--- config.mk ---
export PLATFORM = sky130hd
export DESIGN_NAME = lfo_ctrl
export DESIGN_NICKNAME = d
export VERILOG_FILES = /design/src/hdl/lfo_pkg.sv /design/src/hdl/lfo_ctrl.sv
export SDC_FILE = /design/constraint.sdc
export NUM_CORES = 1
export LEC_CHECK = 0
export BUFFER_PORTS_ARGS = -buffer_cell sky130_fd_sc_hd__buf_2
export CAP_MARGIN = 0
export CORE_MARGIN = 2
export CORE_UTILIZATION = 49
export CTS_CLUSTER_DIAMETER = 200
export DETAILED_ROUTE_END_ITERATION = 8
export GPL_TIMING_DRIVEN = 1
export PLACE_DENSITY_LB_ADDON = 0.08
export SLEW_MARGIN = 20
export SYNTH_ARGS = -nofsm -noshare
export SYNTH_HDL_FRONTEND = slang
export SYNTH_SLANG_ARGS = --single-unit
--- constraint.sdc ---
create_clock -name aclk -period 4.7 [get_ports aclk]
set_clock_uncertainty 0.2 [all_clocks]
set_input_delay 0 -clock aclk [delete_from_list [all_inputs] [get_ports aclk]]
set_output_delay 0 -clock aclk [all_outputs]
set_load 0.005 [all_outputs]
--- src/hdl/lfo_pkg.sv ---
package lfo_pkg;
  localparam int ADDR_W = 8;
  localparam logic [7:0] EXT_OFS = 8'h14;
  localparam logic [7:0] INT_OFS = 8'h18;
  localparam logic [7:0] ULP_OFS = 8'h1C;
  localparam logic [7:0] IRQ_STAT_OFS = 8'h24;
  localparam logic [7:0] IRQ_MASK_OFS = 8'h28;
  localparam logic [7:0] READY_OFS = 8'h2C;
  localparam logic [15:0] EXT_RESET = 16'h0080;
  localparam logic [31:0] INT_RESET = 32'h00000080;
  localparam logic [7:0] ULP_RESET = 8'h00;
  localparam int EXT_LOCK_BIT = 12;
  localparam int STARTUP_LSB = 8;
  localparam int REQUEST_GATED_RUN_BIT = 7;
  localparam int STDBY_BIT = 6;
  localparam int AAMP_BIT = 5;
  localparam int LOW_FREQ_OUTPUT_ENABLE_BIT = 3;
  localparam int XTAL_BIT = 2;
  localparam int ENABLE_BIT = 1;
  localparam int INT_TRIM_LSB = 16;
  localparam int INT_LOCK_BIT = 12;
  localparam int ULP_LOCK_BIT = 7;
  localparam int IRQ_READY_BIT = 0;
  localparam int IRQ_LOST_BIT = 1;
  localparam int IRQ_W = 2;
  localparam logic [1:0] SYNC_CYCLES = 2'h3;
  localparam logic [1:0] RESP_OKAY = 2'h0;
  localparam logic [1:0] RESP_SLVERR = 2'h2;

  typedef struct packed {
    logic write_lock_bit;
    logic [2:0] startup;
    logic request_gated_run;
    logic keep_running_in_sleep;
    logic auto_amplitude_enable;
    logic low_freq_output_enable;
    logic crystal_pad_select;
    logic enable;
  } lfo_ext_s;

  typedef enum logic [1:0] {ST_OFF, ST_WARM, ST_SYNC, ST_READY} lfo_state_e;

  function automatic logic [17:0] startup_len(input logic [2:0] code);
    case (code)
      3'h0: startup_len = 18'h00001;
      3'h1: startup_len = 18'h00020;
      3'h2: startup_len = 18'h00800;
      3'h3: startup_len = 18'h01000;
      3'h4: startup_len = 18'h04000;
      3'h5: startup_len = 18'h08000;
      3'h6: startup_len = 18'h10000;
      default: startup_len = 18'h20000;
    endcase
  endfunction

  function automatic logic [31:0] ext_word(input lfo_ext_s s);
    ext_word = 32'h0;
    ext_word[EXT_LOCK_BIT] = s.write_lock_bit;
    ext_word[STARTUP_LSB+:3] = s.startup;
    ext_word[REQUEST_GATED_RUN_BIT] = s.request_gated_run;
    ext_word[STDBY_BIT] = s.keep_running_in_sleep;
    ext_word[AAMP_BIT] = s.auto_amplitude_enable;
    ext_word[LOW_FREQ_OUTPUT_ENABLE_BIT] = s.low_freq_output_enable;
    ext_word[XTAL_BIT] = s.crystal_pad_select;
    ext_word[ENABLE_BIT] = s.enable;
  endfunction

  function automatic lfo_ext_s ext_from(input logic [31:0] w);
    ext_from.write_lock_bit = w[EXT_LOCK_BIT];
    ext_from.startup = w[STARTUP_LSB+:3];
    ext_from.request_gated_run = w[REQUEST_GATED_RUN_BIT];
    ext_from.keep_running_in_sleep = w[STDBY_BIT];
    ext_from.auto_amplitude_enable = w[AAMP_BIT];
    ext_from.low_freq_output_enable = w[LOW_FREQ_OUTPUT_ENABLE_BIT];
    ext_from.crystal_pad_select = w[XTAL_BIT];
    ext_from.enable = w[ENABLE_BIT];
  endfunction
endpackage

--- src/hdl/lfo_ctrl.sv ---
// Chosen here: the AXI4-Lite interface to the registers.
`timescale 1ns/1ns
`default_nettype none
// Notes on behaviour
// - Reserved bits read zero; software writes zero.
// - Crystal register lock ignores later writes.
// - Warm-up field sets count on low-power clock.
// - Codes map to 1..131072 low-power cycles.
// - Three crystal cycles sync before ready.
// - On-demand runs only while a request present.
// - Without on-demand, enabled oscillator runs always outside standby.
// - Standby without keep-running stops the oscillator.
// - Standby with keep-running follows on-demand setting.
// - Amplitude-control bit enables automatic regulation.
// - Output-enable bit gates the 32kHz output.
// - Pad select: external clock or crystal.
// - Enable bit switches crystal oscillator on/off.
// - Internal trim written by software only.
// - Internal register lock rejects later writes.
// - Low-power register offers its own lock.
module lfo_ctrl (
  input wire logic aclk,
  input wire logic aresetn,
  input wire logic clk_en,
  input wire logic [lfo_pkg::ADDR_W-1:0] awaddr,
  input wire logic awvalid,
  output logic awready_q,
  input wire logic [31:0] wdata,
  input wire logic [3:0] wstrb,
  input wire logic wvalid,
  output logic wready_q,
  output logic [1:0] bresp_q,
  output logic bvalid_q,
  input wire logic bready,
  input wire logic [lfo_pkg::ADDR_W-1:0] araddr,
  input wire logic arvalid,
  output logic arready_q,
  output logic [31:0] rdata_q,
  output logic [1:0] rresp_q,
  output logic rvalid_q,
  input wire logic rready,
  input wire logic ulp_clk_in,
  input wire logic low_freq_in_pad,
  input wire logic clk_request,
  input wire logic standby_sleep,
  output logic osc_run_q,
  output logic auto_amp_q,
  output logic out_32k_en_q,
  output logic crystal_pad_select_q,
  output logic low_freq_out_pad_release_q,
  output logic ext_crystal_ready_flag_q,
  output logic [6:0] int_osc_trim_q,
  output logic [4:0] ulp_trim_q,
  output logic irq_q
);
  lfo_pkg::lfo_ext_s ext_q;
  lfo_pkg::lfo_state_e state_q;
  logic [1:0] pin_s1_q, pin_s2_q, pin_s3_q;
  logic ulp_edge, xtal_edge;
  logic aw_held_q, w_held_q;
  logic [lfo_pkg::ADDR_W-1:0] awaddr_q;
  logic [31:0] wdata_q, wr_merged, clr_bits;
  logic [3:0] wstrb_q;
  logic do_write, aw_fire, w_fire, ar_fire;
  logic wr_ext, wr_int, wr_ulp, wr_stat, wr_mask, wr_hit;
  logic int_lock_q, ulp_lock_q;
  logic [lfo_pkg::IRQ_W-1:0] irq_stat_q, irq_mask_q, irq_ev;
  logic [17:0] cnt_q;
  logic [1:0] sync_cnt_q;
  logic run_req, demand_ok;
  logic [31:0] rd_word, cur_word;
  logic rd_hit;

  function automatic logic [31:0] merge(input logic [31:0] old,
                                        input logic [31:0] nw,
                                        input logic [3:0] strb);
    merge = old;
    for (int i = 0; i < 4; i++) begin
      if (strb[i]) begin
        merge[i*8+:8] = nw[i*8+:8];
      end
    end
  endfunction

  // Pin inputs pass two flip-flops; the third stage only finds edges.
  always_ff @(posedge aclk) begin
    if (!aresetn) begin
      pin_s1_q <= 2'h0;
      pin_s2_q <= 2'h0;
      pin_s3_q <= 2'h0;
    end else if (clk_en) begin
      pin_s1_q <= {ulp_clk_in, low_freq_in_pad};
      pin_s2_q <= pin_s1_q;
      pin_s3_q <= pin_s2_q;
    end
  end

  assign ulp_edge = pin_s2_q[1] & ~pin_s3_q[1];
  assign xtal_edge = pin_s2_q[0] & ~pin_s3_q[0];

  assign aw_fire = awvalid & awready_q;
  assign w_fire = wvalid & wready_q;
  assign ar_fire = arvalid & arready_q;
  assign do_write = aw_held_q & w_held_q & ~bvalid_q;

  always_comb begin
    wr_ext = awaddr_q[7:2] == lfo_pkg::EXT_OFS[7:2];
    wr_int = awaddr_q[7:2] == lfo_pkg::INT_OFS[7:2];
    wr_ulp = awaddr_q[7:2] == lfo_pkg::ULP_OFS[7:2];
    wr_stat = awaddr_q[7:2] == lfo_pkg::IRQ_STAT_OFS[7:2];
    wr_mask = awaddr_q[7:2] == lfo_pkg::IRQ_MASK_OFS[7:2];
    wr_hit = wr_ext | wr_int | wr_ulp | wr_stat | wr_mask |
             (awaddr_q[7:2] == lfo_pkg::READY_OFS[7:2]);
    cur_word = 32'h0;
    if (wr_ext) begin
      cur_word = lfo_pkg::ext_word(ext_q);
    end else if (wr_int) begin
      cur_word[lfo_pkg::INT_TRIM_LSB+:7] = int_osc_trim_q;
      cur_word[lfo_pkg::INT_LOCK_BIT] = int_lock_q;
    end else if (wr_ulp) begin
      cur_word[4:0] = ulp_trim_q;
      cur_word[lfo_pkg::ULP_LOCK_BIT] = ulp_lock_q;
    end
    wr_merged = merge(cur_word, wdata_q, wstrb_q);
    clr_bits = merge(32'h0, wdata_q, wstrb_q);
  end

  // Write channels are taken in either order; response follows both.
  always_ff @(posedge aclk) begin
    if (!aresetn) begin
      aw_held_q <= 1'b0;
      w_held_q <= 1'b0;
      awready_q <= 1'b1;
      wready_q <= 1'b1;
      awaddr_q <= '0;
      wdata_q <= 32'h0;
      wstrb_q <= 4'h0;
      bvalid_q <= 1'b0;
      bresp_q <= lfo_pkg::RESP_OKAY;
    end else if (clk_en) begin
      if (aw_fire) begin
        aw_held_q <= 1'b1;
        awready_q <= 1'b0;
        awaddr_q <= awaddr;
      end
      if (w_fire) begin
        w_held_q <= 1'b1;
        wready_q <= 1'b0;
        wdata_q <= wdata;
        wstrb_q <= wstrb;
      end
      if (do_write) begin
        bvalid_q <= 1'b1;
        bresp_q <= wr_hit ? lfo_pkg::RESP_OKAY : lfo_pkg::RESP_SLVERR;
      end else if (bvalid_q && bready) begin
        bvalid_q <= 1'b0;
        aw_held_q <= 1'b0;
        w_held_q <= 1'b0;
        awready_q <= 1'b1;
        wready_q <= 1'b1;
      end
    end
  end

  // Configuration registers; a set lock blocks later writes to its own register.
  always_ff @(posedge aclk) begin
    if (!aresetn) begin
      ext_q <= lfo_pkg::ext_from({16'h0, lfo_pkg::EXT_RESET});
      int_osc_trim_q <= lfo_pkg::INT_RESET[lfo_pkg::INT_TRIM_LSB+:7];
      int_lock_q <= lfo_pkg::INT_RESET[lfo_pkg::INT_LOCK_BIT];
      ulp_trim_q <= lfo_pkg::ULP_RESET[4:0];
      ulp_lock_q <= lfo_pkg::ULP_RESET[lfo_pkg::ULP_LOCK_BIT];
      irq_mask_q <= '0;
    end else if (clk_en && do_write) begin
      if (wr_ext && !ext_q.write_lock_bit) begin
        ext_q <= lfo_pkg::ext_from(wr_merged);
      end
      if (wr_int && !int_lock_q) begin
        int_osc_trim_q <= wr_merged[lfo_pkg::INT_TRIM_LSB+:7];
        int_lock_q <= wr_merged[lfo_pkg::INT_LOCK_BIT];
      end
      if (wr_ulp && !ulp_lock_q) begin
        ulp_trim_q <= wr_merged[4:0];
        ulp_lock_q <= wr_merged[lfo_pkg::ULP_LOCK_BIT];
      end
      if (wr_mask) begin
        irq_mask_q <= wr_merged[lfo_pkg::IRQ_W-1:0];
      end
    end
  end

  // Sticky events; a new event wins over a clear in the same cycle.
  always_ff @(posedge aclk) begin
    if (!aresetn) begin
      irq_stat_q <= '0;
      irq_q <= 1'b0;
    end else if (clk_en) begin
      if (do_write && wr_stat) begin
        irq_stat_q <= (irq_stat_q & ~clr_bits[lfo_pkg::IRQ_W-1:0]) | irq_ev;
      end else begin
        irq_stat_q <= irq_stat_q | irq_ev;
      end
      irq_q <= |(irq_stat_q & irq_mask_q);
    end
  end

  always_comb begin
    rd_word = 32'h0;
    rd_hit = 1'b1;
    case (araddr[7:2])
      lfo_pkg::EXT_OFS[7:2]: rd_word = lfo_pkg::ext_word(ext_q);
      lfo_pkg::INT_OFS[7:2]: begin
        rd_word[lfo_pkg::INT_TRIM_LSB+:7] = int_osc_trim_q;
        rd_word[lfo_pkg::INT_LOCK_BIT] = int_lock_q;
      end
      lfo_pkg::ULP_OFS[7:2]: begin
        rd_word[4:0] = ulp_trim_q;
        rd_word[lfo_pkg::ULP_LOCK_BIT] = ulp_lock_q;
      end
      lfo_pkg::IRQ_STAT_OFS[7:2]: rd_word[lfo_pkg::IRQ_W-1:0] = irq_stat_q;
      lfo_pkg::IRQ_MASK_OFS[7:2]: rd_word[lfo_pkg::IRQ_W-1:0] = irq_mask_q;
      lfo_pkg::READY_OFS[7:2]: rd_word[0] = ext_crystal_ready_flag_q;
      default: rd_hit = 1'b0;
    endcase
  end

  always_ff @(posedge aclk) begin
    if (!aresetn) begin
      arready_q <= 1'b1;
      rvalid_q <= 1'b0;
      rdata_q <= 32'h0;
      rresp_q <= lfo_pkg::RESP_OKAY;
    end else if (clk_en) begin
      if (ar_fire) begin
        arready_q <= 1'b0;
        rvalid_q <= 1'b1;
        rdata_q <= rd_word;
        rresp_q <= rd_hit ? lfo_pkg::RESP_OKAY : lfo_pkg::RESP_SLVERR;
      end else if (rvalid_q && rready) begin
        rvalid_q <= 1'b0;
        arready_q <= 1'b1;
      end
    end
  end

  // Run decision from enable, on-demand, standby and requests.
  always_comb begin
    demand_ok = !ext_q.request_gated_run || clk_request;
    if (standby_sleep) begin
      run_req = ext_q.enable && ext_q.keep_running_in_sleep &&
                demand_ok;
    end else begin
      run_req = ext_q.enable && demand_ok;
    end
  end

  always_ff @(posedge aclk) begin
    if (!aresetn) begin
      osc_run_q <= 1'b0;
      auto_amp_q <= 1'b0;
      out_32k_en_q <= 1'b0;
      crystal_pad_select_q <= 1'b0;
      low_freq_out_pad_release_q <= 1'b1;
    end else if (clk_en) begin
      osc_run_q <= run_req;
      auto_amp_q <= run_req && ext_q.auto_amplitude_enable;
      out_32k_en_q <= run_req && ext_q.low_freq_output_enable;
      crystal_pad_select_q <= ext_q.crystal_pad_select;
      low_freq_out_pad_release_q <= !ext_q.crystal_pad_select;
    end
  end

  // Warm-up on low-power ticks, then sync on crystal edges.
  always_ff @(posedge aclk) begin
    if (!aresetn) begin
      state_q <= lfo_pkg::ST_OFF;
      cnt_q <= 18'h0;
      sync_cnt_q <= 2'h0;
      ext_crystal_ready_flag_q <= 1'b0;
    end else if (clk_en) begin
      if (!osc_run_q) begin
        state_q <= lfo_pkg::ST_OFF;
        ext_crystal_ready_flag_q <= 1'b0;
      end else begin
        case (state_q)
          lfo_pkg::ST_OFF: begin
            state_q <= lfo_pkg::ST_WARM;
            cnt_q <= lfo_pkg::startup_len(ext_q.startup);
          end
          lfo_pkg::ST_WARM: begin
            if (ulp_edge) begin
              cnt_q <= cnt_q - 18'h1;
              if (cnt_q == 18'h1) begin
                state_q <= lfo_pkg::ST_SYNC;
                sync_cnt_q <= lfo_pkg::SYNC_CYCLES;
              end
            end
          end
          lfo_pkg::ST_SYNC: begin
            if (xtal_edge) begin
              sync_cnt_q <= sync_cnt_q - 2'h1;
              if (sync_cnt_q == 2'h1) begin
                state_q <= lfo_pkg::ST_READY;
                ext_crystal_ready_flag_q <= 1'b1;
              end
            end
          end
          lfo_pkg::ST_READY: ext_crystal_ready_flag_q <= 1'b1;
          default: state_q <= lfo_pkg::ST_OFF;
        endcase
      end
    end
  end

  always_comb begin
    irq_ev = '0;
    irq_ev[lfo_pkg::IRQ_READY_BIT] = clk_en && osc_run_q && xtal_edge &&
        state_q == lfo_pkg::ST_SYNC && sync_cnt_q == 2'h1;
    irq_ev[lfo_pkg::IRQ_LOST_BIT] = clk_en && !osc_run_q &&
        state_q == lfo_pkg::ST_READY;
  end

  AST_RESERVED_ZERO: assert property (@(posedge aclk) disable iff (!aresetn)
    (clk_en && ar_fire && araddr[7:2] == lfo_pkg::EXT_OFS[7:2]) |=>
    (rdata_q[31:13] == 19'h0 && rdata_q[11] == 1'b0 &&
     rdata_q[4] == 1'b0 && rdata_q[0] == 1'b0))
    else $error("Reserved crystal bits read nonzero.");
  AST_EXT_LOCK: assert property (@(posedge aclk) disable iff (!aresetn)
    ext_q.write_lock_bit |=> (ext_q == $past(ext_q)))
    else $error("Locked crystal register changed.");
  AST_WARM_LOAD: assert property (@(posedge aclk) disable iff (!aresetn)
    (clk_en && osc_run_q && state_q == lfo_pkg::ST_OFF) |=>
    (cnt_q == lfo_pkg::startup_len($past(ext_q.startup))))
    else $error("Warm-up length wrong.");
  AST_WARM_ULP: assert property (@(posedge aclk) disable iff (!aresetn)
    (clk_en && osc_run_q && state_q == lfo_pkg::ST_WARM && !ulp_edge) |=>
    (cnt_q == $past(cnt_q)))
    else $error("Warm-up counted without a low-power tick.");
  AST_SYNC_THREE: assert property (@(posedge aclk) disable iff (!aresetn)
    (clk_en && osc_run_q && state_q == lfo_pkg::ST_WARM && ulp_edge &&
     cnt_q == 18'h1) |=> (state_q == lfo_pkg::ST_SYNC &&
     sync_cnt_q == lfo_pkg::SYNC_CYCLES && !ext_crystal_ready_flag_q))
    else $error("Sync stage not entered with three cycles.");
  AST_READY_CLEAR: assert property (@(posedge aclk) disable iff (!aresetn)
    (clk_en && !osc_run_q) |=> (!ext_crystal_ready_flag_q &&
     state_q == lfo_pkg::ST_OFF))
    else $error("Ready flag held while oscillator off.");
  AST_RUN_DEMAND: assert property (@(posedge aclk) disable iff (!aresetn)
    (clk_en && ext_q.request_gated_run && !clk_request) |=> !osc_run_q)
    else $error("On-demand oscillator ran without request.");
  AST_RUN_CONT: assert property (@(posedge aclk) disable iff (!aresetn)
    (clk_en && ext_q.enable && !ext_q.request_gated_run && !standby_sleep)
    |=> osc_run_q)
    else $error("Enabled oscillator not running.");
  AST_STBY_OFF: assert property (@(posedge aclk) disable iff (!aresetn)
    (clk_en && standby_sleep && !ext_q.keep_running_in_sleep) |=> !osc_run_q)
    else $error("Oscillator ran in standby.");
  AST_STBY_RUN: assert property (@(posedge aclk) disable iff (!aresetn)
    (clk_en && standby_sleep && ext_q.keep_running_in_sleep &&
     ext_q.enable && demand_ok) |=> osc_run_q)
    else $error("Oscillator stopped in standby.");
  AST_EN_OFF: assert property (@(posedge aclk) disable iff (!aresetn)
    (clk_en && !ext_q.enable) |=> (!osc_run_q && !out_32k_en_q))
    else $error("Disabled oscillator running.");
  AST_GATED_OUT: assert property (@(posedge aclk) disable iff (!aresetn)
    (out_32k_en_q || auto_amp_q) |-> osc_run_q)
    else $error("Output or regulation on while stopped.");
  AST_PADS: assert property (@(posedge aclk) disable iff (!aresetn)
    crystal_pad_select_q != low_freq_out_pad_release_q)
    else $error("Pad selection inconsistent.");
  AST_INT_LOCK: assert property (@(posedge aclk) disable iff (!aresetn)
    int_lock_q |=> (int_lock_q && int_osc_trim_q == $past(int_osc_trim_q)))
    else $error("Locked internal register changed.");
  AST_ULP_LOCK: assert property (@(posedge aclk) disable iff (!aresetn)
    ulp_lock_q |=> (ulp_lock_q && ulp_trim_q == $past(ulp_trim_q)))
    else $error("Locked low-power register changed.");
endmodule
`default_nettype wire

==> impl_metrics.tcl <==
set metrics [dict create \
    ir_drop_mv 0.233 \
    fin_crit_sh_pct 62.4 \
    grt_pass1_vias 4687 \
    io_buffers 90 \
    gp_congestion 0.867 \
    holdBufCountCts 66 \
    hold_start "wdata[17]" \
    post_cts_buffers 0 \
    design_area_um2 7000 \
    ys_seq_area_share_pct 45.1 \
    dr.pass1.iters 5 \
    antenna_found_initial 0 \
    drc_errors 0 \
    synthTopCellsByArea "dfxtp_1 45%, nand2_1 6.0%, nor2_1 5.5%, mux2i_1 5.1%, a21oi_1 5.0%" \
    seqPwrFrac_pct 40.8 \
    placed_cell_area_um2 5710 \
    clk_transition_reported_paths_ns 0.06 \
    cts_max_path_buffers 2 \
    finalSetupViolCount 0 \
    htreeDepth 4 \
    fp.dieH_um 108 \
    clk_latency_ns 0.52 \
    end_kind "flip-flop" \
    finalHoldViolations 0 \
    setup_tns_ns 0 \
    worst-path-max-fanout 18 \
    grt_pass1_wl_um 22400 \
    path_cells "inv_1 > ha_1 > and3b_1 > o21bai_1 > o21ai_0 > buf_4 > o32ai_1" \
    dieArea_um2 11600 \
    totalWireLength_um 13500 \
    syn_inst 622 \
    reg2reg_depth 7 \
    drv_cap 0 \
    hold_ws_ns 0.0571 \
    power_frac_comb_pct 6.2 \
    synth_seq_cells 119 \
    worstPathArrival_ns 3.16 \
    hold_depth 4 \
    syn_avg_cell_area_um2 8.50 \
    clock-sinks 119 \
    globalRouteTotalUtil_pct 24.5 \
    status "completed" \
    p_sw_mw 0.551 \
    path_buf_inv 2 \
    drtIter0Drc 328 \
    hpwl_um 8910 \
    min_to "wdata_q[17]$_SDFFE_PN0P_" \
    vias 4891 \
    syn_area_um2 5290 \
    slew_headroom_pct 33.8 \
    r2r-end "cnt_q[14]$_SDFFE_PN0P_" \
    pwr-share-clk_pct 53.0 \
    max_stage_delay_ns 0.73 \
    ctsResizeCount 0 \
    synthArstFlopShare_pct 0 \
    yosys.area.top_type "dfxtp_1" \
    antenna_cells 0 \
    die_w_um 108 \
    layout-drive-gt1-share_pct 18.6 \
    fp.coreArea_um2 10400 \
    cts_made_buffers 17 \
    cp_top_family "compound AO/OA/AOI/OAI gates" \
    p_int_mw 2.01 \
    rsz0062_at_grt "no" \
    cts_tree "yes" \
    required_ns 4.93 \
    synth_edf_count 0 \
    p_total_mw 2.56 \
    tightest_slew_ns 0.990 \
    initial_core_util_pct 50.8 \
    wl_per_cell_um 14.9 \
    fmax_mhz 341 \
    ant_nets 0 \
    grt_max_degree 53 \
    nets 832 \
    viasPerCell 5.37 \
    grt-ovfl-total 0 \
    r2r-start "state_q[1]$_SDFFE_PN0P_" \
    p_leak_nw 2.77 \
    worstSetupPathType "reg -> reg" \
    ys_types 66 \
    start_kind "flip-flop" \
    critPathSlowestCell "o21bai_1" \
    hold_class "in -> reg" \
    reg2reg_slack_ns 1.77 \
    area_delta_synth_final_pct 32.3 \
    num_rows 37 \
    drv_slew 0 \
    synth_top_area_share_pct 45.1 \
    swShare_pct 21.5 \
    cts-root-buf "clkbuf_8" \
    ios 124 \
    yosys_warnings 0 \
    synthFlopType "dfxtp_1" \
    fin_crit_ns 2.93 \
    cellPowerDensity_nw_per_um2 366 \
]
==> Yosys cell counts (3+ instances only) <==
master    count
a22o_1        3
o31ai_1       3
and3_1        5
nor2b_1      14
nor2_1       78
nor4_1        3
xor2_1        4
nand3_1      19
buf_4        16
clkbuf_1     29
nand3b_1      3
ha_1          7
o21ai_0      14
o221a_2       3
nor3_1       10
a31oi_1       7
a22oi_1      18
a211oi_1      5
xnor2_1       4
nand4_1      10
a32oi_1       4
nand2_1      84
inv_1        14
o22ai_1       6
o21a_1        4
a21oi_1      53
buf_2         5
dfxtp_1     119
mux2i_1      27
==> through the flow <==
step | cells | utilization, % | worst slack, ns
global route | 910 | 67.2 | 1.54
floorplan | 636 | - | 2.70
detailed placement | 812 | 54.8 | 1.83
global placement | 812 | 54.8 | 1.91
CTS | 910 | 67.2 | 1.79
finish | 910 | 67.2 | 1.77
==> worst max path at each step <==
stage	to	cells past startpoint	start
final	cnt_q[14]$_SDFFE_PN0P_	7	state_q[1]$_SDFFE_PN0P_
after global routing	cnt_q[14]$_SDFFE_PN0P_	7	state_q[1]$_SDFFE_PN0P_
after CTS	cnt_q[14]$_SDFFE_PN0P_	7	state_q[1]$_SDFFE_PN0P_
after detailed placement	cnt_q[14]$_SDFFE_PN0P_	7	state_q[1]$_SDFFE_PN0P_
after global placement	cnt_q[14]$_SDFFE_PN0P_	7	state_q[1]$_SDFFE_PN0P_
after floorplan	ext_q[5]$_SDFFE_PN1P_	6	awaddr_q[7]$_SDFFE_PN0P_
==> layer usage <==
layer	routed length, µm	GRT usage, %	vias to the layer above	share of wire (%)
li1	-	-	2444	-
met2	6410	39.6	131	47
met1	6240	32.1	2301	46
met4	174	7.23	0	1.3
met3	717	6.66	15	5.3
met5	0	0	-	0
==> layout by cell type (no fill, tap or decap), drive strengths merged, types with 3 or more instances in the layout <==
cell type and instances:
a211oi 5, a21oi 53, a22o 3, a22oi 18, a31oi 7, a32oi 4, and3 5, buf 94
bufinv 4, clkbuf 21, clkinvlp 5, conb 15, dfxtp 119, dlygate4sd3 66, ha 7, inv 15
mux2i 27, nand2 85, nand3 19, nand3b 3, nand4 10, nor2 79, nor2b 14, nor3 12
nor4 6, o21a 4, o21ai 15, o221a 3, o22ai 6, o31ai 3, or4 3, xnor2 4
xor2 4
==> power by group through the flow <==
stage | registers (mW) | logic [mW] | clock network [mW]
detailed placement | 1.07 | 0.113 | 0
finish | 1.04 | 0.158 | 1.36
global placement | 1.06 | 0.111 | 0
global route | 1.05 | 0.175 | 1.42
floorplan | 1.06 | 0.0817 | 0
CTS | 1.04 | 0.156 | 1.38
==> cell type report <==
| cell class | instances | area, µm² |
|---|---|---|
| timing repair buffer | 160 | 1140 |
| sequential | 119 | 2380 |
| clock inverter | 11 | 171 |
| clock buffer | 21 | 459 |
| tap | 136 | 170 |
| multi-input combinational | 448 | 2620 |
| fill | 854 | 3420 |
| inverter | 15 | 56.3 |
==> worst min-delay path, stage by stage <==
cell and delay (ns):
dlygate4sd3_1 0.52, buf_2 0.12, nand2_1 0.04, a21oi_1 0.05
==> cells by family (layout without fill, tap and decap cells) <==
kind of cell | count (synthesis) | after routing | synth area share, %
AND/OR/NAND/NOR | 251 | 251 | 23.0
AO/OA/AOI/OAI | 138 | 138 | 16.9
flip-flops | 119 | 119 | 45.1
buffers and inverters | 69 | 207 | 6.44
multiplexers | 29 | 29 | 5.54
XOR/XNOR | 8 | 8 | 1.32
adder cells (fa/ha/maj) | 7 | 7 | 1.66
other | 1 | 15 | 0.0709
==> state kept, by name (all words and copies together) (netlist names), 3 cells and up <==
signal / flops
cnt_q: 18
awaddr_q: 6
ext_q: 10
int_osc_trim_q: 7
rdata_q: 19
wstrb_q: 3
ulp_trim_q: 5
wdata_q: 19
No activity file was read; power rests on OpenSTA's default activity.
